### src/inc/agc_pkg.sv
package agc_pkg;
  // Register offsets
  localparam logic [7:0] CFG1_OFS = 8'h01;
  localparam logic [7:0] CFG2_OFS = 8'h02;
  localparam logic [7:0] CFG3_OFS = 8'h03;
  // Reset values as read back, except CFG2_RST (writable fields only)
  localparam logic [7:0] CFG1_RST = 8'hd4;
  localparam logic [7:0] CFG2_RST = 8'h00;
  localparam logic [7:0] CFG3_RST = 8'he8;
  // Bits forced high on read
  localparam logic [7:0] CFG1_ONES = 8'h90;
  localparam logic [7:0] CFG2_ONES = 8'he0;
  localparam logic [7:0] CFG3_ONES = 8'hc0;
  // Bits that hold written data
  localparam logic [7:0] CFG1_WMASK = 8'h67;
  localparam logic [7:0] CFG2_WMASK = 8'h17;
  localparam logic [7:0] CFG3_WMASK = 8'h2c;
  // Field positions
  localparam int READBACK_BIT = 6;
  localparam int OSC_OUT_BIT = 5;
  localparam int RATE_LSB = 0;
  localparam int TEST_SRC_BIT = 4;
  localparam int TEST_AMP_BIT = 2;
  localparam int PERIOD_LSB = 0;
  localparam int HIGH_REF_BIT = 5;
  localparam int AMP_ROUTE_BIT = 3;
  localparam int AMP_PWR_BIT = 2;
  // Field codes
  localparam logic [2:0] RATE_FORBID = 3'h7;
  localparam logic [2:0] RATE_16BIT_MAX = 3'h1;
  localparam logic [1:0] PERIOD_SLOW = 2'h0;
  localparam logic [1:0] PERIOD_FAST = 2'h1;
  localparam logic [1:0] PERIOD_UNUSED = 2'h2;
  localparam logic [1:0] PERIOD_DC = 2'h3;
  // Master clocks per sample at the fastest rate code
  localparam logic [11:0] RATE_BASE_DIV = 12'h020;
  // Master clocks per half period of the slow test signal (2^21 / 2)
  localparam int unsigned TEST_SLOW_HALF = 1048576;

  function automatic logic [11:0] rate_divisor(input logic [2:0] code);
    rate_divisor = RATE_BASE_DIV << code;
  endfunction

  function automatic logic [7:0] read_view(input logic [7:0] ofs, input logic [7:0] held);
    read_view = 8'h00;
    if (ofs == CFG1_OFS) begin
      read_view = (held & CFG1_WMASK) | CFG1_ONES;
    end else if (ofs == CFG2_OFS) begin
      read_view = (held & CFG2_WMASK) | CFG2_ONES;
    end else if (ofs == CFG3_OFS) begin
      read_view = (held & CFG3_WMASK) | CFG3_ONES;
    end
  endfunction
endpackage

### src/inc/agc_cfg_if.sv
`timescale 1ns/100ps
interface agc_cfg_if;
  logic [2:0] sample_rate_code;
  logic [1:0] test_period_code;
  logic sample_tick;
  logic word_24bit;
  logic rate_forbidden;
  logic test_level;
  modport regs (output sample_rate_code, output test_period_code,
                input sample_tick, input word_24bit, input rate_forbidden, input test_level);
  modport timer (input sample_rate_code, input test_period_code,
                 output sample_tick, output word_24bit, output rate_forbidden, output test_level);
endinterface

### src/design/agc_config_regs.sv
// What this block does
// - Register 01h resets to D4h, rate field starting at code 4.
// - Register 02h resets with writable fields zero; reads show forced ones.
// - Register 03h resets to E8h.
// - Reserved-high bits must be written one and always read one.
// - Reserved-low bits must be written zero and always read zero.
// - Bit 0 of register 03h is read-only; it reads zero here.
// - Register 01h bit 6 picks chained (0) or repeated readback (1).
// - Register 01h bit 5 gates oscillator output when clock-source pin high.
// - Rate code picks rate and word size; code 7 is forbidden.
// - Sample rate is a division of the master clock.
// - Register 02h bit 4 picks internal (1) or external (0) test source.
// - Register 02h bit 2 doubles the test amplitude.
// - Test period code: slow pulse, fast pulse, unused, steady level.
// - Register 03h bit 5 selects 4 V (1) or 2.4 V (0) reference.
// - Register 03h bit 3 routes amplifier input to pin or mid-supply.
// - Register 03h bit 2 powers amplifier on; zero is powered down.
`timescale 1ns/100ps
module agc_config_regs #(
  parameter int unsigned TEST_SLOW_HALF = agc_pkg::TEST_SLOW_HALF
) (
  input wire logic clk_i,
  input wire logic resetn_i,
  input wire logic reg_wr_i,
  input wire logic reg_rd_i,
  input wire logic [7:0] reg_addr_i,
  input wire logic [7:0] reg_wdata_i,
  output logic [7:0] reg_rdata_o,
  output logic reg_rvalid_o,
  output logic wr_resv_err_o,
  input wire logic clock_source_pin_i,
  output logic readback_multi_o,
  output logic osc_clk_out_en_o,
  output logic sample_tick_o,
  output logic word_24bit_o,
  output logic rate_forbidden_o,
  output logic test_internal_o,
  output logic test_amp_double_o,
  output logic test_signal_o,
  output logic high_reference_select_o,
  output logic amp_input_route_o,
  output logic amp_power_on_o
);
  logic [7:0] cfg1_r;
  logic [7:0] cfg2_r;
  logic [7:0] cfg3_r;
  logic [7:0] rdata_r;
  logic rvalid_r;
  logic resv_err_r;
  logic osc_en_r;
  logic [7:0] ones_req;
  logic [7:0] wmask;
  logic addr_hit;

  agc_cfg_if cfg_bus ();

  agc_timebase #(
    .TEST_SLOW_HALF(TEST_SLOW_HALF)
  ) u_timebase (
    .clk_i(clk_i),
    .resetn_i(resetn_i),
    .cfg(cfg_bus.timer)
  );

  // Reserved masks for the addressed register
  always_comb begin
    ones_req = 8'h00;
    wmask = 8'h00;
    addr_hit = 1'b1;
    unique case (reg_addr_i)
      agc_pkg::CFG1_OFS: begin
        ones_req = agc_pkg::CFG1_ONES;
        wmask = agc_pkg::CFG1_WMASK;
      end
      agc_pkg::CFG2_OFS: begin
        ones_req = agc_pkg::CFG2_ONES;
        wmask = agc_pkg::CFG2_WMASK;
      end
      agc_pkg::CFG3_OFS: begin
        ones_req = agc_pkg::CFG3_ONES;
        wmask = agc_pkg::CFG3_WMASK;
      end
      default: begin
        addr_hit = 1'b0;
      end
    endcase
  end

  always_ff @(posedge clk_i or negedge resetn_i) begin
    if (!resetn_i) begin
      cfg1_r <= agc_pkg::CFG1_RST & agc_pkg::CFG1_WMASK;
    end else if (reg_wr_i && reg_addr_i == agc_pkg::CFG1_OFS) begin
      cfg1_r <= reg_wdata_i & agc_pkg::CFG1_WMASK;
    end
  end

  always_ff @(posedge clk_i or negedge resetn_i) begin
    if (!resetn_i) begin
      cfg2_r <= agc_pkg::CFG2_RST & agc_pkg::CFG2_WMASK;
    end else if (reg_wr_i && reg_addr_i == agc_pkg::CFG2_OFS) begin
      cfg2_r <= reg_wdata_i & agc_pkg::CFG2_WMASK;
    end
  end

  always_ff @(posedge clk_i or negedge resetn_i) begin
    if (!resetn_i) begin
      cfg3_r <= agc_pkg::CFG3_RST & agc_pkg::CFG3_WMASK;
    end else if (reg_wr_i && reg_addr_i == agc_pkg::CFG3_OFS) begin
      cfg3_r <= reg_wdata_i & agc_pkg::CFG3_WMASK;
    end
  end

  always_ff @(posedge clk_i or negedge resetn_i) begin
    if (!resetn_i) begin
      rdata_r <= 8'h00;
      rvalid_r <= 1'b0;
    end else begin
      rvalid_r <= reg_rd_i;
      if (reg_rd_i) begin
        unique case (reg_addr_i)
          agc_pkg::CFG1_OFS: rdata_r <= agc_pkg::read_view(reg_addr_i, cfg1_r);
          agc_pkg::CFG2_OFS: rdata_r <= agc_pkg::read_view(reg_addr_i, cfg2_r);
          agc_pkg::CFG3_OFS: rdata_r <= agc_pkg::read_view(reg_addr_i, cfg3_r);
          default: rdata_r <= 8'h00;
        endcase
      end
    end
  end

  always_ff @(posedge clk_i or negedge resetn_i) begin
    if (!resetn_i) begin
      resv_err_r <= 1'b0;
    end else begin
      resv_err_r <= reg_wr_i && addr_hit &&
                    ((reg_wdata_i & ~wmask) != ones_req);
    end
  end

  always_ff @(posedge clk_i or negedge resetn_i) begin
    if (!resetn_i) begin
      osc_en_r <= 1'b0;
    end else begin
      osc_en_r <= cfg1_r[agc_pkg::OSC_OUT_BIT] && clock_source_pin_i;
    end
  end

  assign cfg_bus.sample_rate_code = cfg1_r[agc_pkg::RATE_LSB +: 3];
  assign cfg_bus.test_period_code = cfg2_r[agc_pkg::PERIOD_LSB +: 2];

  assign reg_rdata_o = rdata_r;
  assign reg_rvalid_o = rvalid_r;
  assign wr_resv_err_o = resv_err_r;
  assign readback_multi_o = cfg1_r[agc_pkg::READBACK_BIT];
  assign osc_clk_out_en_o = osc_en_r;
  assign sample_tick_o = cfg_bus.sample_tick;
  assign word_24bit_o = cfg_bus.word_24bit;
  assign rate_forbidden_o = cfg_bus.rate_forbidden;
  assign test_internal_o = cfg2_r[agc_pkg::TEST_SRC_BIT];
  assign test_amp_double_o = cfg2_r[agc_pkg::TEST_AMP_BIT];
  assign test_signal_o = cfg_bus.test_level;
  assign high_reference_select_o = cfg3_r[agc_pkg::HIGH_REF_BIT];
  assign amp_input_route_o = cfg3_r[agc_pkg::AMP_ROUTE_BIT];
  assign amp_power_on_o = cfg3_r[agc_pkg::AMP_PWR_BIT];

  // Checking helpers
  logic [11:0] gap_r;
  logic armed_r;
  logic fresh_r;
  logic [2:0] code_seen_r;

  // Rate code one cycle late, marks a divider restart
  always_ff @(posedge clk_i or negedge resetn_i) begin
    if (!resetn_i) begin
      code_seen_r <= 3'h0;
    end else begin
      code_seen_r <= cfg_bus.sample_rate_code;
    end
  end

  always_ff @(posedge clk_i or negedge resetn_i) begin
    if (!resetn_i) begin
      gap_r <= 12'h000;
      armed_r <= 1'b0;
    end else if (cfg_bus.sample_rate_code != code_seen_r ||
                 (reg_wr_i && reg_addr_i == agc_pkg::CFG1_OFS)) begin
      gap_r <= 12'h000;
      armed_r <= 1'b0;
    end else if (sample_tick_o) begin
      gap_r <= 12'h001;
      armed_r <= 1'b1;
    end else begin
      gap_r <= gap_r + 12'h001;
    end
  end

  always_ff @(posedge clk_i or negedge resetn_i) begin
    if (!resetn_i) begin
      fresh_r <= 1'b1;
    end else begin
      fresh_r <= 1'b0;
    end
  end
endmodule

### src/design/agc_timebase.sv
`timescale 1ns/100ps
module agc_timebase #(
  parameter int unsigned TEST_SLOW_HALF = agc_pkg::TEST_SLOW_HALF
) (
  input wire logic clk_i,
  input wire logic resetn_i,
  agc_cfg_if.timer cfg
);
  logic [11:0] rate_cnt_r;
  logic [2:0] rate_seen_r;
  logic tick_r;
  logic w24_r;
  logic forbid_r;
  logic [20:0] test_cnt_r;
  logic [1:0] period_seen_r;
  logic test_lvl_r;
  logic [11:0] div;
  logic [20:0] half;
  logic rate_ok;

  assign div = agc_pkg::rate_divisor(cfg.sample_rate_code);
  assign rate_ok = cfg.sample_rate_code != agc_pkg::RATE_FORBID;
  assign half = (cfg.test_period_code == agc_pkg::PERIOD_SLOW) ?
                TEST_SLOW_HALF[20:0] : TEST_SLOW_HALF[21:1];

  always_ff @(posedge clk_i or negedge resetn_i) begin
    if (!resetn_i) begin
      rate_cnt_r <= 12'h000;
      rate_seen_r <= 3'h0;
      tick_r <= 1'b0;
    end else begin
      rate_seen_r <= cfg.sample_rate_code;
      if (cfg.sample_rate_code != rate_seen_r || !rate_ok) begin
        rate_cnt_r <= 12'h000;
        tick_r <= 1'b0;
      end else if (rate_cnt_r == div - 12'h001) begin
        rate_cnt_r <= 12'h000;
        tick_r <= 1'b1;
      end else begin
        rate_cnt_r <= rate_cnt_r + 12'h001;
        tick_r <= 1'b0;
      end
    end
  end

  always_ff @(posedge clk_i or negedge resetn_i) begin
    if (!resetn_i) begin
      w24_r <= 1'b0;
      forbid_r <= 1'b0;
    end else begin
      w24_r <= rate_ok && cfg.sample_rate_code > agc_pkg::RATE_16BIT_MAX;
      forbid_r <= !rate_ok;
    end
  end

  always_ff @(posedge clk_i or negedge resetn_i) begin
    if (!resetn_i) begin
      test_cnt_r <= 21'h000000;
      period_seen_r <= 2'h0;
      test_lvl_r <= 1'b0;
    end else begin
      period_seen_r <= cfg.test_period_code;
      if (cfg.test_period_code != period_seen_r ||
          cfg.test_period_code == agc_pkg::PERIOD_DC ||
          cfg.test_period_code == agc_pkg::PERIOD_UNUSED) begin
        test_cnt_r <= 21'h000000;
        test_lvl_r <= cfg.test_period_code == agc_pkg::PERIOD_DC;
      end else if (test_cnt_r == half - 21'h000001) begin
        test_cnt_r <= 21'h000000;
        test_lvl_r <= !test_lvl_r;
      end else begin
        test_cnt_r <= test_cnt_r + 21'h000001;
      end
    end
  end

  assign cfg.sample_tick = tick_r;
  assign cfg.word_24bit = w24_r;
  assign cfg.rate_forbidden = forbid_r;
  assign cfg.test_level = test_lvl_r;
endmodule

### config.mk
export PLATFORM = sky130hd
export DESIGN_NAME = agc_config_regs
export DESIGN_NICKNAME = d
export VERILOG_FILES = /design/src/inc/agc_pkg.sv /design/src/inc/agc_cfg_if.sv /design/src/design/agc_config_regs.sv /design/src/design/agc_timebase.sv
export SDC_FILE = /design/constraint.sdc
export NUM_CORES = 1
export LEC_CHECK = 0
export BUFFER_PORTS_ARGS = -buffer_cell sky130_fd_sc_hd__buf_2
export CORE_UTILIZATION = 51
export DETAILED_ROUTE_END_ITERATION = 6
export PLACE_DENSITY = 0.75
export SLEW_MARGIN = 20
export SYNTH_ARGS = -nofsm -noshare
export SYNTH_HDL_FRONTEND = slang
export SYNTH_SLANG_ARGS = --single-unit
### constraint.sdc
create_clock -name clk_i -period 1.75 [get_ports clk_i]
set_clock_uncertainty 0.2 [all_clocks]
set_input_delay 0.2625 -clock clk_i [delete_from_list [all_inputs] [get_ports clk_i]]
set_output_delay 0.2625 -clock clk_i [all_outputs]
set_load 0.1 [all_outputs]
# After elaboration in Yosys (flattened, before gate mapping)
# Index checks and enable logic that the tools add are counted.
[word_totals]
mem_bits_rw = 0
latchBits = 0
out_inout_bits = 21
memories = 0
romBits = 0
ff_bits = 65
input_bits = 21
[op_classes]
bitwise = 2
addsub = 4
n_eq_ne = 11
n_lt_le_gt_ge = 1
n_reduce_logical = 15
n_mux = 13
mul = 0
div_mod_pow = 0
n_shift = 1
[ops]
columns = ["operator", "n"]
rows = [
  ["$mux W21", 3],
  ["$pmux W8 S3", 2],
  ["$mux W12", 2],
  ["$add A21 B1 Y21 const B", 1],
  ["$eq A21 B21 Y1", 1],
  ["$pmux W7 S3", 1],
  ["$sub A21 B1 Y21 const B", 1],
  ["$eq A8 B2 Y1 const B", 2],
  ["$add A12 B1 Y12 const B", 1],
  ["$eq A12 B12 Y1", 1],
  ["$shl A6 B3 Y12 const A", 1],
  ["$sub A12 B1 Y12 const B", 1],
  ["$and A8 B8 Y8", 1],
  ["$eq A8 B1 Y1 const B", 1],
  ["$ne A8 B8 Y1", 1],
  ["$not A7 Y8", 1],
  ["$logic_and A1 B1 Y1", 7],
  ["$mux W1", 5],
  ["$eq A2 B2 Y1 const B", 2],
  ["$gt A3 B1 Y1 const B", 1],
  ["$logic_or A1 B1 Y1", 3],
  ["$ne A3 B3 Y1", 1],
  ["$ne A3 B3 Y1 const B", 1],
  ["$reduce_or A3 Y1", 1],
  ["other kinds (4)", 5],
]

# Logic depth before layout (Yosys ltp)
[depth]
ltp_word = 6
depth_mapped = 7
mapped_depth_nobuf = 6

# Hierarchy
# Synthesis repeated with hierarchy kept, for this count alone.
[unflattened]
hier_cells = 295
hier_area_um2 = 3133.0
[modules_own_cells]
columns = ["mod", "area_per_inst_um2", "instances", "cells_per_inst", "seq_area_each_um2"]
rows = [
  ["agc_timebase", 2109.5, 1, 210, 1051.0],
  ["agc_config_regs", 1023.5, 1, 85, 580.6],
]

# Worst setup path after synthesis
# Ideal clock, no wire load.
[synth_timing]
path_type = "flip-flop to flip-flop"
startpoint = "register cfg1_r[2]"
endpoint = "register u_timebase.rate_cnt_r[11]"
arrival_time_ps = 1527
path_slack_ps = -116
setup_ps = 139
path_stages_with_launch = 7
path_buffers = 1
period_less_slack_ps = 1866
t_required_ps = 1411
path_cell_list = "dfstp_2 > buf_2 > nand2_1 > nand2_1 > nand4b_1 > o41ai_4 > nor2_1"
[synth_between]
elab_chain_cells = 5
[synth_rtl]
columns = ["item", "line_no", "source"]
rows = [
  ["start: declaration", "agc_config_regs.sv:44", "logic [7:0] cfg1_r;"],
  ["start signal: assignment", "agc_config_regs.sv:91", "cfg1_r <= agc_pkg::CFG1_RST & agc_pkg::CFG1_WMASK;"],
  ["start signal: assignment", "agc_config_regs.sv:93", "cfg1_r <= reg_wdata_i & agc_pkg::CFG1_WMASK;"],
  ["$shl A6 B3 Y12", "agc_pkg.sv:41", "rate_divisor = RATE_BASE_DIV << code;"],
  ["$sub A12 B1 Y12", "agc_timebase.sv:36", "end else if (rate_cnt_r == div - 12'h001) begin"],
  ["$eq A12 B12 Y1", "agc_timebase.sv:36", ""],
  ["$mux W12", "agc_timebase.sv:36", ""],
  ["$mux W12 *", "agc_timebase.sv:33", "if (cfg.sample_rate_code != rate_seen_r || !rate_ok) begin"],
  ["end signal: assignment", "agc_timebase.sv:40", "rate_cnt_r <= rate_cnt_r + 12'h001;"],
  ["end: declaration", "agc_timebase.sv:9", "logic [11:0] rate_cnt_r;"],
]
# Every way passes the cells marked *; elsewhere a longest branch is shown, timed or not.
# A chain may end at the register's enable or synchronous reset.

# Final worst setup path
[layout_timing]
startpoint = "register cfg1_r[2]"
endpoint = "register u_timebase.rate_cnt_r[3]"
# The elaborated chain is that of the path after synthesis.

==> summary.md <==
| Metric | Value |
|---|---|
| Status | finished with violations |
| Failing checks | DRC, setup timing |
| Final WL | 7.96 mm |
| Final worst setup slack | -0.275 ns |
| Compound-Gate Fraction of Synth Area | 8.28% |
| Post-DR wirelength/cell | 15.8 µm |
| Register area share after synthesis | 52.7% |
| Antenna violations before repair | 0 |
| Synth Cell Area | 3100 µm² |
| Xor and xnor fraction of the mapped netlist area | 9.61% |
| Dpl hpwl | 4.87 mm |
| Place WS | -0.331 ns |
| Via count | 2707 |
| CTS tree | yes |
| Power, Total | 4.12 mW |
| Hold Path Cell Cnt | 3 |
| Die width | 79.9 µm |
| Top cells by area, synth | dfrtp_1 49%, xor2_1 5.7%, nor2_1 5.6% |
| CTS Buffer Depth | 2 |
| First-pass GRT wire length | 11.7 mm |
| CP Launch Type | flop |
| H-tree levels | 3 |
| Post-route antenna net violation count | 0 |
| Setup_tns | -2.58 ns |
| Die ar. | 6390 µm² |
| Vias in the first global route | 2610 |
| DR iter-0 viols | 133 |
| Worst min path class | in -> reg |
| Largest area contributor in the synthesized netlist | dfrtp_1 |
| Top Metal Used | met4 |
| Pleak | 2.19 nW |
| Critical path type | reg -> reg |
| Required @ worst endpoint | 1.78 ns |
| Net Switching | 1.29 mW |
| Io pins | 42 |
| PortBufs | 41 |
| Predominant post-synthesis flop cell | dfrtp_1 |
| Power Dens Cells | 940 nW/µm² |
| Reg2Reg Depth | 7 |
| Mux cell area share after synthesis | 5.01% |
| Pin count of the biggest net entering global routing | 34 |
| Cell count after synthesis | 295 |
| GP Congestion | 0.914 |
| Largest family of logic cells by synthesized area | simple AND/OR/NAND/NOR gates |
| Area growth from synthesis to layout | 41.6% |
| Largest fanout on the critical path | 7 |
| Placed cell count | 455 |
| Clk Latency, worst-skew pair | 0.35 ns |
| RSZ-0062 raised after global routing | true |
| Vias per cell | 5.37 |
| Tcrit/Tclk final | 116% |
| Sw frac | 31.3% |
| Synth cell types | 49 |
| Minimum period implied by the final worst setup slack | 2.03 ns |
| Core Util, Final | 74.6% |
| Post-synth EDFFs | 0 |
| Comb power frac | 27.3% |
| Drt drc | 1 |
| Nets | 447 |
| Post-DP Area | 3780 µm² |
| Sink Count | 65 |
| Maximum vdd ir drop | 0.697 mV |
| Hold Fails Final Rpt | 0 |
| Synth Area per Inst | 10.5 µm² |
| #FFs+latches synth | 65 |
| Met3 wire len | 293 µm |
| Num CTS Buffers | 9 |
| Yosys warning count | 0 |
| Slew Limit Headroom | 66.0% |
| Async set-reset flop share out of synthesis | 100% |
| Area of the core | 5890 µm² |
| N_diodes | 0 |
| All-Layer GR Usage | 24.1% |
| Wire length on met1 | 3.37 mm |
| Max_cap viols | 0 |
| Transition time of the tightest slew-check pin | 0.514 ns |
| Syn Nets | 318 |
| Hold slack | 0.0173 ns |
| Met2 wire len | 4.07 mm |
| Area share of the leading cell type in the synthesized netlist | 49.3% |
| Clk pin slew, worst setup/hold paths | 0.07 ns |
| Design area | 4390 µm² |
| First-pass detailed-route iteration total | 6 |
| Adder-Cell Fraction of Synth Area | 0.808% |
| Setup violations, final | 11 |
| Initial core utilization | 52.6% |
| Clock Root Buffer | clkbuf_8 |
| DIE HEIGHT | 79.9 µm |
| Final cell count without fillers | 504 |
| Slew Viols, Final | 0 |
| Clk pwr share | 30.0% |
| FMAX | 494 MHz |
| Sequential Power Share | 42.7% |
| Global route overflow | 0 |
| Worst EP arrival | 2.05 ns |
| Fraction of layout cells with a size suffix above 1 | 43.8% |
| Commonest cells in the netlist | 61 x dfrtp_1, 46 x nor2_1, 23 x nand2_1 |
| Synth Area in Simple Gates | 20.4% |
| Std cell rows | 28 |
| Pint | 2.83 mW |
| Cell with the most instances after synthesis | dfrtp_1 |
| Critical Path Sink Type | flop |
[what timing repair did]
item / 4_1_cts / 5_1_grt
hold buffers: 11 / 0
hold endpoints to repair: 75 / 0
pin swaps: 8 / 14
gates cloned: 0 / 1
setup buffers: 11 / 12
setup endpoints to repair: 14 / 31
resized for setup: 7 / 31
[cell families after synthesis]
group	count (synthesis)
and+or+nand+nor	124
DFF	65
AOI/OAI and AO/OA	34
xor gates and xnor gates	34
buffers and inverters	22
muxes	14
adders and majority gates	2
[flip-flops by register name (all words and copies together) (netlist names)]
| name | cells |
|---|---|
| u_timebase.rate_seen_r | 3 |
| u_timebase.rate_cnt_r | 12 |
| cfg2_r | 4 |
| u_timebase.cfg.word_24bit | 1 |
| reg_rvalid_o | 1 |
| u_timebase.cfg.test_level | 1 |
| cfg3_r | 3 |
| u_timebase.test_cnt_r | 21 |
| reg_rdata_o | 8 |
| u_timebase.cfg.sample_tick | 1 |
| osc_clk_out_en_o | 1 |
| cfg1_r | 5 |
| u_timebase.period_seen_r | 2 |
| wr_resv_err_o | 1 |
| u_timebase.cfg.rate_forbidden | 1 |
[final timing paths]
check                      slack [ns]                       start                                     to
max                             -0.28       cfg1_r[2]$_DFFE_PN1P_     u_timebase.rate_cnt_r[3]$_DFF_PN0_
min                              0.02              reg_wdata_i[3]                  cfg3_r[3]$_DFFE_PN1P_
max reg2reg                     -0.28       cfg1_r[2]$_DFFE_PN1P_     u_timebase.rate_cnt_r[3]$_DFF_PN0_
min reg2reg                      0.32  reg_rdata_o[5]$_DFFE_PN0P_             reg_rdata_o[5]$_DFFE_PN0P_
max in group asynchronous        0.71                    resetn_i                  cfg1_r[6]$_DFFE_PN1P_
min in group asynchronous        0.31                    resetn_i  u_timebase.period_seen_r[1]$_DFF_PN0_
[power groups by stage]
stage / Sequential (mW) / Combinational, mW / Clock (mW)
2_1_floorplan: 1.96 / 0.377 / 0
3_3_place_gp: 1.77 / 0.914 / 0
3_5_place_dp: 1.79 / 0.936 / 0
4_1_cts: 1.76 / 1.00 / 1.24
5_1_grt: 1.78 / 1.22 / 1.30
6_report: 1.76 / 1.12 / 1.24
[placed cells by master (no fill, tap or decap), drive strengths merged, types with 2 or more instances in the layout]
cell / synthesis / routed
or3: 3 / 3
mux2: 12 / 12
nor3: 7 / 7
a31oi: 3 / 3
ha: 2 / 2
xnor2: 14 / 14
and2: 2 / 2
o21ai: 6 / 6
clkinv: 0 / 2
a2bb2oi: 2 / 2
nand2: 23 / 23
mux2i: 2 / 2
nor2b: 2 / 2
a21oi: 5 / 5
clkbuf: 5 / 14
dfrtp: 61 / 61
dlygate4sd3: 0 / 11
nor4: 3 / 3
nand3: 20 / 20
a22oi: 2 / 2
buf: 5 / 117
a22o: 4 / 4
dfstp: 4 / 4
nor2: 47 / 47
inv: 12 / 12
xor2: 20 / 20
nand4: 8 / 8
a21o: 4 / 4
nand2b: 2 / 2
[per-layer routing]
layer | track usage (%) | vias up
met1 | 28.8 | 1340
met4 | 8.75 | 0
li1 | - | 1273
met2 | 41.9 | 73
met5 | 0 | -
met3 | 6.06 | 21
[critical path, cell delays in order, from the launching register on]
cell,delay [ns]
dfstp_2,0.59
buf_4,0.13
nor2_2,0.04
a31oi_1,0.24
nand4b_1,0.21
o41ai_4,0.29
buf_6,0.18
nor2_1,0.04
[layout make-up]
| class | instances | area [µm²] |
|---|---|---|
| Sequential cell | 65 | 1630 |
| Multi-Input combinational cell | 208 | 1500 |
| Fill cell | 378 | 1500 |
| Timing Repair Buffer | 128 | 923 |
| Clock buffer | 14 | 183 |
| Tap cell | 75 | 93.8 |
| Inverter | 12 | 45.0 |
| Clock inverter | 2 | 10.0 |
Note: power is estimated with default switching activity, not from simulation.
